File: config.mk
export PLATFORM = sky130hd
export DESIGN_NAME = aau_core
export DESIGN_NICKNAME = d
export VERILOG_FILES = /design/src/common/aau_pkg.sv /design/src/logic/aau_core.sv
export VERILOG_INCLUDE_DIRS = /design/src /design/src/common
export SDC_FILE = /design/constraint.sdc
export NUM_CORES = 1
export LEC_CHECK = 0
export BUFFER_PORTS_ARGS = -buffer_cell sky130_fd_sc_hd__buf_2
export CAP_MARGIN = 20
export CORE_ASPECT_RATIO = 2
export CORE_UTILIZATION = 25
export DETAILED_ROUTE_END_ITERATION = 10
export MAX_ROUTING_LAYER = met4
export PLACE_DENSITY = 0.44
export SLEW_MARGIN = 15
export SYNTH_ARGS = -nofsm -noshare
export SYNTH_HDL_FRONTEND = slang
export SYNTH_SLANG_ARGS = --single-unit
File: constraint.sdc
create_clock -name i_core_clk -period 5.4 [get_ports i_core_clk]
set_input_delay 0.54 -clock i_core_clk [delete_from_list [all_inputs] [get_ports i_core_clk]]
set_output_delay 0.54 -clock i_core_clk [all_outputs]
set_load 0.01 [all_outputs]
File: src/common/aau_consts.svh
// Constants of the accumulator add unit: opcode patterns, limits, timing.
// Assumes inclusion by bare name from the package and the design file.
`ifndef AAU_CONSTS_SVH
`define AAU_CONSTS_SVH

// Instruction patterns, compared under their masks; the ABS pattern is compared whole.
`define AAU_OP_ADD_MASK 16'hF000
`define AAU_OP_ADD_VAL 16'h0000
`define AAU_OP_ADD_WITH_CARRY_MASK 16'hFF00
`define AAU_OP_ADD_WITH_CARRY_VAL 16'h4300
`define AAU_OP_ADD_SHORT_IMMEDIATE_MASK 16'hFF00
`define AAU_OP_ADD_SHORT_IMMEDIATE_VAL 16'hCC00
`define AAU_OP_ABS_VAL 16'hCE1B
`define AAU_SHIFT_LSB 8
`define AAU_SHIFT_W 4
`define AAU_ACC_MAX 32'h7FFF_FFFF
`define AAU_ACC_MIN 32'h8000_0000
`define AAU_ACC_RST 32'h0000_0000
`define AAU_PC_RST 16'h0000
// Register offsets on the bus (word addresses).
`define AAU_REG_CTRL 4'h0
`define AAU_REG_ACC 4'h1
`define AAU_REG_STAT 4'h2
`define AAU_REG_MASK 4'h3
`define AAU_REG_PC 4'h4
`define AAU_REG_EVT 4'h5
// Control bit positions.
`define AAU_CTRL_SXM 0
`define AAU_CTRL_OVM 1
`define AAU_CTRL_C 2
`define AAU_CTRL_OV 3
// Event bit positions.
`define AAU_EVT_OV 0
`define AAU_EVT_CARRY 1
`define AAU_EVT_DONE 2
`define AAU_EVT_W 3
// Cycles an instruction spends when not repeated.
`define AAU_FIRST_CYCLES 2'd2
`endif

File: src/common/aau_pkg.sv
// Types shared by the accumulator add unit.
// Assumes the constants header sits alongside.
`include "aau_consts.svh"
package aau_pkg;
    typedef enum logic [2:0] {
        AAU_IDLE = 3'b001,
        AAU_FETCH = 3'b010,
        AAU_EXEC = 3'b100
    } aau_state_t;

    typedef enum logic [3:0] {
        AAU_K_ADD = 4'b0001,
        AAU_K_ADD_WITH_CARRY = 4'b0010,
        AAU_K_ADD_SHORT_IMMEDIATE = 4'b0100,
        AAU_K_ABS = 4'b1000
    } aau_kind_t;
endpackage : aau_pkg

File: src/logic/aau_core.sv
// Accumulator add datapath with an Avalon-MM register port.
// Assumes one 100 MHz clock; the data word and instruction are
// presented by the fetch logic together with i_issue.
//
// Implementation choices: the address map and the Avalon-MM register port.
`timescale 1ns/1ps
`include "aau_consts.svh"

module aau_core
    import aau_pkg::*;
(
    input wire logic i_core_clk,
    input wire logic i_rst_b,
    input wire logic i_issue,
    input wire logic [15:0] i_instr,
    input wire logic [15:0] i_data,
    input wire logic i_repeat,
    input wire logic [3:0] i_avs_address,
    input wire logic i_avs_read,
    input wire logic i_avs_write,
    input wire logic [31:0] i_avs_writedata,
    output logic [31:0] o_avs_readdata,
    output logic o_avs_waitrequest,
    output logic o_busy,
    output logic o_done,
    output logic [31:0] o_acc,
    output logic o_carry,
    output logic o_overflow_flag,
    output logic [15:0] o_program_counter,
    output logic o_irq
);
    // -----------------------------------------------------------------
    // Decode and operand formation
    // -----------------------------------------------------------------
    aau_state_t state;
    aau_kind_t kind;
    logic [15:0] instr;
    logic [15:0] data;
    logic rep;
    logic [31:0] acc;
    logic carry;
    logic overflow_flag;
    logic sign_extend_mode;
    logic overflow_mode;
    logic [15:0] program_counter;
    logic [`AAU_EVT_W-1:0] evt_stat;
    logic [`AAU_EVT_W-1:0] evt_mask;
    logic bus_ack;
    logic cpu_flag_wr;

    aau_kind_t next_kind;
    logic legal;
    always_comb begin
        next_kind = AAU_K_ADD;
        legal = 1'b1;
        if ((i_instr & `AAU_OP_ADD_MASK) == `AAU_OP_ADD_VAL) begin
            next_kind = AAU_K_ADD;
        end else if ((i_instr & `AAU_OP_ADD_WITH_CARRY_MASK) == `AAU_OP_ADD_WITH_CARRY_VAL) begin
            next_kind = AAU_K_ADD_WITH_CARRY;
        end else if ((i_instr & `AAU_OP_ADD_SHORT_IMMEDIATE_MASK) == `AAU_OP_ADD_SHORT_IMMEDIATE_VAL) begin
            next_kind = AAU_K_ADD_SHORT_IMMEDIATE;
        end else if (i_instr == `AAU_OP_ABS_VAL) begin
            next_kind = AAU_K_ABS;
        end else begin
            legal = 1'b0;
        end
    end

    logic [3:0] shift;
    logic [31:0] mem_ext;
    logic [31:0] operand;
    logic cin;
    assign shift = instr[`AAU_SHIFT_LSB +: `AAU_SHIFT_W];
    // The operand is widened first so that shifted-out high bits stay
    // inside the 32-bit sum.
    assign mem_ext = sign_extend_mode ? {{16{data[15]}}, data}
                                      : {16'h0000, data};
    always_comb begin
        operand = 32'h0000_0000;
        cin = 1'b0;
        unique case (kind)
            AAU_K_ADD: operand = mem_ext << shift;
            AAU_K_ADD_WITH_CARRY: begin
                operand = {16'h0000, data};
                cin = carry;
            end
            AAU_K_ADD_SHORT_IMMEDIATE: operand = {24'h00_0000, instr[7:0]};
            AAU_K_ABS: operand = 32'h0000_0000;
        endcase
    end

    // -----------------------------------------------------------------
    // Arithmetic
    // -----------------------------------------------------------------
    logic [32:0] sum;
    logic add_ovf;
    logic [31:0] add_res;
    logic [31:0] abs_res;
    logic abs_ovf;
    assign sum = {1'b0, acc} + {1'b0, operand} + {32'h0000_0000, cin};
    assign add_ovf = (acc[31] == operand[31]) && (sum[31] != acc[31]);
    always_comb begin
        add_res = sum[31:0];
        if (add_ovf && overflow_mode) begin
            add_res = acc[31] ? `AAU_ACC_MIN : `AAU_ACC_MAX;
        end
    end
    assign abs_ovf = (acc == `AAU_ACC_MIN);
    always_comb begin
        abs_res = acc;
        if (acc[31]) begin
            abs_res = 32'h0000_0000 - acc;
        end
        if (abs_ovf && overflow_mode) begin
            abs_res = `AAU_ACC_MAX;
        end
    end

    // -----------------------------------------------------------------
    // Sequencer: fetch cycle then execute; repeats skip the fetch.
    // -----------------------------------------------------------------
    logic exec;
    assign exec = (state == AAU_EXEC);
    always_ff @(posedge i_core_clk or negedge i_rst_b) begin
        if (!i_rst_b) begin
            state <= AAU_IDLE;
            kind <= AAU_K_ADD;
            instr <= 16'h0000;
            data <= 16'h0000;
            rep <= 1'b0;
        end else begin
            unique case (state)
                AAU_IDLE, AAU_EXEC: begin
                    if (i_issue && legal) begin
                        kind <= next_kind;
                        instr <= i_instr;
                        data <= i_data;
                        rep <= i_repeat;
                        // A repeated issue in execute, following a repeated one, goes straight to execute.
                        state <= (i_repeat && rep && exec) ? AAU_EXEC
                                                          : AAU_FETCH;
                    end else begin
                        state <= AAU_IDLE;
                    end
                end
                AAU_FETCH: state <= AAU_EXEC;
                default: state <= AAU_IDLE;
            endcase
        end
    end

    // -----------------------------------------------------------------
    // Architectural state
    // -----------------------------------------------------------------
    always_ff @(posedge i_core_clk or negedge i_rst_b) begin
        if (!i_rst_b) begin
            acc <= `AAU_ACC_RST;
            program_counter <= `AAU_PC_RST;
        end else if (exec) begin
            acc <= (kind == AAU_K_ABS) ? abs_res : add_res;
            program_counter <= program_counter + 16'h0001;
        end else if (bus_ack && i_avs_write
                     && i_avs_address == `AAU_REG_ACC) begin
            acc <= i_avs_writedata;
        end
    end

    always_ff @(posedge i_core_clk or negedge i_rst_b) begin
        if (!i_rst_b) begin
            carry <= 1'b0;
            overflow_flag <= 1'b0;
        end else if (exec) begin
            if (kind == AAU_K_ABS) begin
                carry <= 1'b0;
                overflow_flag <= overflow_flag | abs_ovf;
            end else begin
                carry <= sum[32];
                overflow_flag <= overflow_flag | add_ovf;
            end
        end else if (cpu_flag_wr) begin
            carry <= i_avs_writedata[`AAU_CTRL_C];
            overflow_flag <= i_avs_writedata[`AAU_CTRL_OV];
        end
    end

    // -----------------------------------------------------------------
    // Register port and interrupt
    // -----------------------------------------------------------------
    logic [`AAU_EVT_W-1:0] evt_set;
    assign evt_set = {exec, exec && kind != AAU_K_ABS && sum[32],
                      exec && (kind == AAU_K_ABS ? abs_ovf : add_ovf)};
    // One wait cycle per access; the ack edge is the only one with effect.
    assign cpu_flag_wr = bus_ack && i_avs_write
                         && i_avs_address == `AAU_REG_CTRL;
    always_ff @(posedge i_core_clk or negedge i_rst_b) begin
        if (!i_rst_b) begin
            bus_ack <= 1'b0;
        end else begin
            bus_ack <= (i_avs_read || i_avs_write) && !bus_ack;
        end
    end

    always_ff @(posedge i_core_clk or negedge i_rst_b) begin
        if (!i_rst_b) begin
            sign_extend_mode <= 1'b0;
            overflow_mode <= 1'b0;
            evt_mask <= '0;
        end else if (bus_ack && i_avs_write) begin
            if (i_avs_address == `AAU_REG_CTRL) begin
                sign_extend_mode <= i_avs_writedata[`AAU_CTRL_SXM];
                overflow_mode <= i_avs_writedata[`AAU_CTRL_OVM];
            end
            if (i_avs_address == `AAU_REG_MASK) begin
                evt_mask <= i_avs_writedata[`AAU_EVT_W-1:0];
            end
        end
    end

    genvar gi;
    generate
        for (gi = 0; gi < `AAU_EVT_W; gi++) begin : g_evt
            // A new event wins over a write-one clear in the same cycle.
            always_ff @(posedge i_core_clk or negedge i_rst_b) begin
                if (!i_rst_b) begin
                    evt_stat[gi] <= 1'b0;
                end else if (evt_set[gi]) begin
                    evt_stat[gi] <= 1'b1;
                end else if (bus_ack && i_avs_write
                             && i_avs_address == `AAU_REG_STAT
                             && i_avs_writedata[gi]) begin
                    evt_stat[gi] <= 1'b0;
                end
            end
        end
    endgenerate

    logic [31:0] next_rdata;
    always_comb begin
        next_rdata = 32'h0000_0000;
        unique case (i_avs_address)
            `AAU_REG_CTRL: begin
                next_rdata[`AAU_CTRL_SXM] = sign_extend_mode;
                next_rdata[`AAU_CTRL_OVM] = overflow_mode;
                next_rdata[`AAU_CTRL_C] = carry;
                next_rdata[`AAU_CTRL_OV] = overflow_flag;
            end
            `AAU_REG_ACC: next_rdata = acc;
            `AAU_REG_STAT: next_rdata[`AAU_EVT_W-1:0] = evt_stat;
            `AAU_REG_MASK: next_rdata[`AAU_EVT_W-1:0] = evt_mask;
            `AAU_REG_PC: next_rdata[15:0] = program_counter;
            default: next_rdata = 32'h0000_0000;
        endcase
    end

    always_ff @(posedge i_core_clk or negedge i_rst_b) begin
        if (!i_rst_b) begin
            o_avs_readdata <= 32'h0000_0000;
            o_avs_waitrequest <= 1'b1;
            o_irq <= 1'b0;
            o_busy <= 1'b0;
            o_done <= 1'b0;
            o_acc <= `AAU_ACC_RST;
            o_carry <= 1'b0;
            o_overflow_flag <= 1'b0;
            o_program_counter <= `AAU_PC_RST;
        end else begin
            o_avs_readdata <= next_rdata;
            o_avs_waitrequest <= !((i_avs_read || i_avs_write) && !bus_ack);
            o_irq <= |(evt_stat & evt_mask);
            o_busy <= (state != AAU_IDLE);
            o_done <= exec;
            o_acc <= acc;
            o_carry <= carry;
            o_overflow_flag <= overflow_flag;
            o_program_counter <= program_counter;
        end
    end
endmodule : aau_core

* After elaboration in Yosys (flattened, before gate mapping) *
Index checks and enable logic that the tools add are counted.

word-level totals
  memories = 0
  bits in writable memories = 0
  register bits after elaboration = 181
  logic and storage cells = 125
  latch bits = 0
  ROM bits = 0

cells by class
  reduce and logical (&&, ||, !) cells = 33
  equal/unequal tests = 20
  bitwise operators = 3
  multiply operators = 0
  add/sub/neg operators = 4
  div/mod/pow operators = 0
  magnitude comparators = 0
  multiplexer cells = 38
  shifts and indexed selects = 1

operators by type and width
  operator               number
  $mux 32                8
  $pmux 32 s4            1
  $add 32x32->33         1
  $add 33x1->33          1
  $eq 32x32->1 const B   1
  $shl 32x4->32          1
  $sub 1x32->32 const A  1
  $pmux 12 s2            1
  $mux 1                 18
  $logic_and 1x1->1      17
  $add 16x1->16 const B  1
  $eq 16x16->1 const B   1
  $logic_not 16->1       1
  $mux 16                1
  $mux 4                 4
  $pmux 3 s5             1
  $eq 4x2->1 const B     3
  $reduce_bool 2->1      5
  $eq 4x1->1 const B     2
  $eq 4x3->1 const B     2
  $eq 8x7->1 const B     1
  $eq 8x8->1 const B     1
  $ne 4x4->1 const B     2
  $reduce_and 2->1       4
  other kinds (17)       20

* Depth between registers and ports, before layout *
Gate-level depths: netlist (run 1).

  depth after elaboration = 11
  gate-level depth with buffers = 21
  mapped depth without buffers = 17

* Worst setup path before layout (run 1) *
No wires, ideal clock.

  kind = register -> register
  from = reg kind[3]
  to = reg acc[13]
  data arrival time = 3.918 ns
  setup time = 0.124 ns
  stages on the path, launching flop included = 17
  clock period less this slack = 4.043 ns
  data required time = 5.276 ns
  slack = 1.357 ns
  buffers on the path = 4
  path through = dfrtp_1 clkbuf_1 nor4b_1 clkbuf_1 nand2_1 fa_1 nor2b_1 o2111ai_1 a2111oi_2 o311ai_2 nand3_2 and3_4 buf_6 nor2_8 buf_6 a211oi_1 nor2_1

on the way
  longest elaborated chain between the ends = 10
  elaborated cells between the ends (all ways) = 17

ends and longest elaborated chain
  element                             line                             RTL
  from (decl)                         aau_core.sv:36                   aau_kind_t kind;
  from (signal assigned)              aau_core.sv:135                  kind <= next_kind;
  $eq 4x4->1 (tied with other cells)  aau_core.sv:81, aau_core.sv:160
  $pmux 32 s4                         aau_core.sv:81                   unique case (kind)
  $add 32x32->33                      aau_core.sv:100                  assign sum = {1'b0, acc} + {1'b0, operand} + {32'h0000_0000, cin};
  $add 33x1->33                       aau_core.sv:100
  $ne 1x1->1                          aau_core.sv:101                  assign add_ovf = (acc[31] == operand[31]) && (sum[31] != acc[31]);
  $logic_and 1x1->1                   aau_core.sv:101
  $logic_and 1x1->1                   aau_core.sv:104                  if (add_ovf && overflow_mode) begin
  $mux 32                             aau_core.sv:104
  $mux 32                             aau_core.sv:160                  acc <= (kind == AAU_K_ABS) ? abs_res : add_res;
  $mux 32                             aau_core.sv:159                  end else if (exec) begin
  to (signal assigned)                aau_core.sv:157                  acc <= `AAU_ACC_RST;
  to (signal assigned)                aau_core.sv:160
  to (signal assigned)                aau_core.sv:164                  acc <= i_avs_writedata;
  to (decl)                           aau_core.sv:40                   logic [31:0] acc;

Parallel ways exist; a longest one is shown, timed or not.
A chain may end at the register's enable or synchronous reset.

* Final worst setup path (run 1) *
  from = reg instr[8]
  to = reg acc[30]

on the way
  longest elaborated chain between the ends = 10
  elaborated cells between the ends (all ways) = 11

ends and longest elaborated chain
  element                 line             RTL
  from (decl)             aau_core.sv:37   logic [15:0] instr;
  from (signal assigned)  aau_core.sv:136  instr <= i_instr;
  $shl 32x4->32 *         aau_core.sv:82   AAU_K_ADD: operand = mem_ext << shift;
  $pmux 32 s4 *           aau_core.sv:81
  $add 32x32->33          aau_core.sv:100
  $add 33x1->33           aau_core.sv:100
  $ne 1x1->1              aau_core.sv:101
  $logic_and 1x1->1       aau_core.sv:101
  $logic_and 1x1->1       aau_core.sv:104
  $mux 32 *               aau_core.sv:104
  $mux 32 *               aau_core.sv:160
  $mux 32 *               aau_core.sv:159

Mark *: on every way between the ends. The rest lies on a longest branch, timed or not.

==> flow_metrics.env, run 1 <==
export IMPL_cts_num_sinks=181
export IMPL_final_common_cell="dfrtp_1"
export IMPL_grt_max_degree=84
export IMPL_syn_area_um2=10500
export IMPL_fmax_ghz=0.210
export IMPL_layout_common_cells="178 x dfrtp_1, 158 x buf_2, 91 x nand2_1"
export IMPL_dpl_cell_count=1712
export IMPL_ant_nets=0
export IMPL_vias=8896
export IMPL_port_buffers=159
export IMPL_syn_nets=1151
export IMPL_startpoint="instr[8]$_DFFE_PN0P_"
export IMPL_setup_viol=0
export IMPL_place_hpwl_mm=30.4
export IMPL_ys_flop_type="dfrtp_1"
export IMPL_async_reset_ff_share_pct=100
export IMPL_track_usage_pct=19.0
export IMPL_antenna_found_initial=0
export IMPL_cts_resized=0
export IMPL_via_per_inst=5.10
export IMPL_rsz0062_at_grt="no"
export IMPL_first_pass_iters=5
export IMPL_wl_per_cell_um=22.0
export IMPL_ctsHoldBuffers=0
export IMPL_multiInputGateArea_um2=5710
export IMPL_max_slew_margin_pct=37.2
export IMPL_die_w_um=147
export IMPL_leakage_nw=5.61
export IMPL_syn_area_per_cell_um2=10.0
export IMPL_die_area_um2=42800
export IMPL_dp_worst_setup_slack_ns=0.672
export IMPL_finClkSkew_ns=0.0149
export IMPL_pin_count=160
export IMPL_drcViolationCount=0
export IMPL_crit_required_ns=5.78
export IMPL_drt_wl_total_mm=38.3
export IMPL_h_tree_depth=4
export IMPL_maxCapViolations=0
export IMPL_cp_end_kind="flip-flop"
export IMPL_clockBufferDepth=2
export IMPL_worst_slack_ns=0.633
export IMPL_finalHoldViolCount=0
export IMPL_gp_congestion=0.900
export IMPL_cts_root_buf="clkbuf_16"
export IMPL_worst_setup_path_type="flip-flop to flip-flop"
export IMPL_tightest_slew_ns=0.939
export IMPL_overflow=0
export IMPL_cts_tree="yes"
export IMPL_r2r_start="instr[8]$_DFFE_PN0P_"
export IMPL_critPathMaxFanout=14
export IMPL_fin_setup_tns_ns=0
export IMPL_rows=105
export IMPL_setup_worst_path_start_class="flip-flop"
export IMPL_ir_drop_mv=0.210
export IMPL_hp_class="primary input to async pin"
export IMPL_cts_clk_slew_worst_paths_ns=0.08
export IMPL_finalMaxSlewViolations=0
export IMPL_nFillCells=4308
export IMPL_period_share_pct=88.3
export IMPL_area_growth_synth_to_final_pct=19.6
export IMPL_fin_nets=1305
export IMPL_placed_cell_area_um2=12000
export IMPL_layout_drive_gt1_share_pct=25.8
export IMPL_seqCellArea_um2=4530
export IMPL_die_h_um=291
export IMPL_synth_seq_cells=181
export IMPL_run_status="completed"
export IMPL_yosysSeqAreaShare_pct=43.3
export IMPL_post_cts_setup_buffer_count=0
export IMPL_synth_edff_count=0
export IMPL_arrival_ns=5.15
export IMPL_drtIter0Drc=453
export IMPL_p_per_area_nw_per_um2=459
export IMPL_grt_pass1_wl_mm=58.4
export IMPL_clkLatencyLatePin_ns=0.46
export IMPL_fin_crit_ns=4.77
export IMPL_initial_utilization_pct=25.5
export IMPL_cts_buffers=17
export IMPL_rr_worst_depth=16
export IMPL_postSynthCellCount=1042
export IMPL_first_global_vias=9422
export IMPL_core_area_um2=41100
export IMPL_yosysUniqueCellTypes=81
export IMPL_diodes=0
export IMPL_synth_warnings=0
export IMPL_final_cell_area_um2=12500
export IMPL_final_core_util_pct=30.5
export IMPL_stdcell_count=1744
-- layout make-up --
type | count | area share (%)
multi-input cells | 797 | 45.6
flip-flops and latches | 181 | 36.2
repair buffers | 182 | 7.80
well taps | 535 | 5.35
clock buffers | 17 | 3.40
clock inverters | 15 | 1.13
inverters | 17 | 0.510
-- sequential cells by signal, summed over array words and instances, names as in the netlist, 3 cells and up --
| signal | count |
|---|---|
| program_counter | 16 |
| instr | 12 |
| o_program_counter | 16 |
| evt_mask | 3 |
| evt_stat | 3 |
| o_acc | 32 |
| kind | 4 |
| data | 16 |
| state | 3 |
| acc | 32 |
| o_avs_readdata | 32 |
-- power by group --
part | internal [mW] | total, mW | switching, mW
logic | 1.02 | 2.54 | 1.51
clock network | 0.609 | 1.24 | 0.632
registers | 1.59 | 1.97 | 0.384
-- per-stage QoR --
stage | hold slack [ns] | power, mW
after detailed placement | 0.422 | 4.54
after global placement | 0.413 | 4.54
after floorplan | 0.244 | 3.61
after global routing | 0.158 | 6.14
after CTS | 0.137 | 5.81
final | 0.127 | 5.75
-- synth_stat cells, types with 4 or more instances --
cell type,n,share of area [%]
o21ai_0,37,1.8
nand2b_1,11,0.66
xnor2_1,38,3.2
a31oi_1,17,1.0
a21o_1,12,0.86
nand3_1,17,0.81
and3_1,9,0.54
or3_1,7,0.42
mux2i_1,23,2.2
a221o_1,16,1.5
a22oi_1,7,0.50
nand3b_1,6,0.43
inv_1,16,0.57
xor2_1,29,2.4
dfrtp_1,178,43
nor4_1,4,0.24
or4_1,4,0.29
buf_2,5,0.24
or2_2,7,0.42
clkbuf_1,33,1.2
nor2_1,85,3.0
nand4_1,10,0.60
mux2_2,47,5.1
a221oi_2,9,1.3
o21ai_1,5,0.24
a222oi_1,7,0.67
ha_1,33,3.9
o22ai_1,19,1.1
o21a_1,7,0.50
nor4b_1,7,0.59
nand2_1,91,3.3
a211oi_1,25,1.8
nor2b_1,15,0.90
a21oi_1,71,3.4
o2111ai_1,5,0.42
and2_1,20,1.2
nor3_1,23,1.1
buf_1,7,0.25
a22o_1,13,1.1
-- kinds of logic after synthesis --
| family | synth area share [%] |
|---|---|
| buffers and inverters | 2.50 |
| xor gates and xnor gates | 5.60 |
| muxes | 7.47 |
| AOI/OAI and AO/OA | 19.9 |
| and+or+nand+nor | 16.9 |
| DFF | 43.3 |
| adders and majority gates | 4.33 |
-- critical path, stage by stage (launching register included) --
cell,delay (ns)
dfrtp_1,0.71
buf_4,0.28
mux2_2,0.36
nor2_1,0.09
a21oi_1,0.11
mux2i_1,0.41
mux2_2,0.23
o21ai_0,0.08
ha_1,0.42
nand4_1,0.15
a2111o_1,0.37
a31oi_1,0.47
o31ai_1,0.18
o21ai_1,0.35
mux2i_1,0.23
nand3_1,0.08
a31oi_1,0.18
-- metal layers --
metal | track usage, % | routed length [µm]
met5 | - | 0
met4 | 10.9 | 2040
met1 | 18.0 | 13300
met2 | 36.1 | 21900
met3 | 2.16 | 1100
-- worst paths after layout --
kind	to	slack (ns)
max	acc[30]$_DFFE_PN0P_	0.63
min	instr[7]$_DFFE_PN0P_	0.13
max reg2reg	acc[30]$_DFFE_PN0P_	0.63
min reg2reg	o_program_counter[15]$_DFF_PN0_	0.44
max in group asynchronous	o_acc[21]$_DFF_PN0_	4.07
min in group i_core_clk	state[1]$_DFF_PN0_	0.29
(Power assumes the default switching activity.)
==> run 2: changes to the inputs <==
Settings changed: HOLD_SLACK_MARGIN set to 0.03.
Clock period 5.4 ns to 5.6 ns, I/O delays scaled along.
==> run 2 against run 1 <==
Die area unchanged. Clock-buffer cell count unchanged. Clock skew increased by 0.0054 ns. Sequential cell count unchanged. Wire length decreased by 1.4%. Largest cell class unchanged.
==> flow_metrics.env, run 2 (synthesis gave the netlist of run 1 again) <==
export IMPL_leakage_nw=5.63
export IMPL_slowest_delay_ns=0.67
export IMPL_cts_num_sinks=181
export IMPL_first_global_vias=9294
export IMPL_first_pass_iters=6
export IMPL_cts_resized=0
export IMPL_p_per_area_nw_per_um2=447
export IMPL_multiInputGateArea_um2=5720
export IMPL_overflow=0
export IMPL_cts_root_buf="clkbuf_16"
export IMPL_cts_clk_slew_worst_paths_ns=0.09
export IMPL_h_tree_depth=4
export IMPL_drtIter0Drc=462
export IMPL_ctsHoldBuffers=1
export IMPL_setup_worst_path_start_class="flip-flop"
export IMPL_via_per_inst=5.13
export IMPL_fin_crit_ns=4.86
export IMPL_diodes=0
export IMPL_antenna_found_initial=0
export IMPL_clkLatencyLatePin_ns=0.48
export IMPL_grt_pass1_wl_mm=57.4
export IMPL_pin_count=160
export IMPL_area_growth_synth_to_final_pct=20.2
export IMPL_setup_viol=0
export IMPL_drt_wl_total_mm=37.8
export IMPL_grt_max_degree=152
export IMPL_fin_setup_tns_ns=0
export IMPL_cp_slowest_cell="dfrtp_1"
export IMPL_die_area_um2=42800
export IMPL_crit_required_ns=5.95
export IMPL_cp_cell_sequence="buf_4 -> and2_1 -> nor3_1 -> a21oi_1 -> mux2i_1 -> mux2_2 -> o21ai_0 -> ha_1 -> a21oi_1 -> o21ai_1 -> a2111oi_0 -> o31ai_1 -> o31ai_1 -> o21ai_1 -> xor2_1 -> a211oi_2 -> nor2_1"
export IMPL_critPathMaxFanout=14
export IMPL_ir_drop_mv=0.211
export IMPL_run_status="completed"
export IMPL_gp_congestion=0.874
export IMPL_post_cts_setup_buffer_count=0
export IMPL_die_h_um=291
export IMPL_placed_cell_area_um2=11900
export IMPL_place_hpwl_mm=29.8
export IMPL_finClkSkew_ns=0.0204
export IMPL_maxCapViolations=0
export IMPL_arrival_ns=5.21
export IMPL_worst_setup_path_type="flip-flop to flip-flop"
export IMPL_top_regs="acc x32, o_acc x32, o_avs_readdata x32"
export IMPL_die_w_um=147
export IMPL_fmax_ghz=0.206
export IMPL_cts_tree="yes"
export IMPL_cp_end_kind="flip-flop"
export IMPL_wl_per_cell_um=21.7
export IMPL_ant_nets=0
export IMPL_hp_class="primary input to flip-flop"
export IMPL_rsz0062_at_grt="no"
export IMPL_clockBufferDepth=2
export IMPL_fin_nets=1301
export IMPL_rows=105
export IMPL_drcViolationCount=0
export IMPL_finalHoldViolCount=0
export IMPL_layout_drive_gt1_share_pct=25.6
export IMPL_final_common_cell="dfrtp_1"
export IMPL_layout_common_cells="178 x dfrtp_1, 158 x buf_2, 91 x nand2_1"
export IMPL_core_area_um2=41100
export IMPL_cts_buffers=17
export IMPL_period_share_pct=86.8
export IMPL_vias=8927
export IMPL_final_cell_area_um2=12600
export IMPL_initial_utilization_pct=25.5
export IMPL_track_usage_pct=18.6
export IMPL_max_slew_margin_pct=37.4
export IMPL_port_buffers=159
export IMPL_nFillCells=4305
export IMPL_tightest_slew_ns=0.938
export IMPL_finalMaxSlewViolations=0
export IMPL_seqCellArea_um2=4530
## run 2: area by class of cell
class | count | share of cell area, %
clock buffers | 17 | 3.38
clock inverters | 15 | 1.68
inverters | 17 | 0.507
multi-input cells | 797 | 45.4
flip-flops and latches | 181 | 36.0
well taps | 535 | 5.32
repair buffers | 178 | 7.65
## run 2: worst paths after layout
kind                       cells after the start  slack [ns]                            start                               to
hold reg to reg                                0        0.44  program_counter[15]$_DFFE_PN0P_  o_program_counter[15]$_DFF_PN0_
setup reg to reg                              17        0.74             instr[8]$_DFFE_PN0P_              acc[28]$_DFFE_PN0P_
max in group asynchronous                      3        3.85                          i_rst_b     o_avs_readdata[25]$_DFF_PN0_
min in group asynchronous                      2        0.54                          i_rst_b             instr[7]$_DFFE_PN0P_
hold / removal                                 2        0.30                         i_repeat               state[1]$_DFF_PN0_
setup / recovery                              17        0.74             instr[8]$_DFFE_PN0P_              acc[28]$_DFFE_PN0P_
## run 2: stage by stage
stage / util [%] / power [mW] / worst slack [ns] / hold WS [ns] / cells
6_report: 30.6 / 5.63 / 0.741 / 0.304 / 1740
5_1_grt: 30.6 / 6.00 / 0.359 / 0.306 / 1740
4_1_cts: 30.6 / 5.70 / 0.795 / 0.281 / 1740
3_5_place_dp: 29.0 / 4.34 / 0.829 / 0.413 / 1707
3_3_place_gp: 29.0 / 4.35 / 0.834 / 0.415 / 1707
2_1_floorplan: - / 3.48 / 1.56 / 0.264 / 1042
## run 2: critical path: cells and delay by family (launching register included)
kind / cells / cell delay (ns)
muxes: 2 / 0.53
adders and majority gates: 1 / 0.38
buffers and inverters: 1 / 0.31
AOI/OAI and AO/OA: 9 / 2.32
DFF: 1 / 0.67
and+or+nand+nor: 3 / 0.32
xor gates and xnor gates: 1 / 0.20
## run 2: power by group
part	total [mW]	switching, mW	internal, mW
Combinational	2.40	1.43	0.977
Clock	1.32	0.632	0.687
Sequential	1.91	0.379	1.53
## run 2: routing by layer
metal	up-vias	wire length [µm]	GRT usage, %
li1	4167	-	-
met1	4428	13400	17.8
met2	246	21200	34.7
met3	86	979	2.10
met4	0	2150	11.9
met5	-	0	-
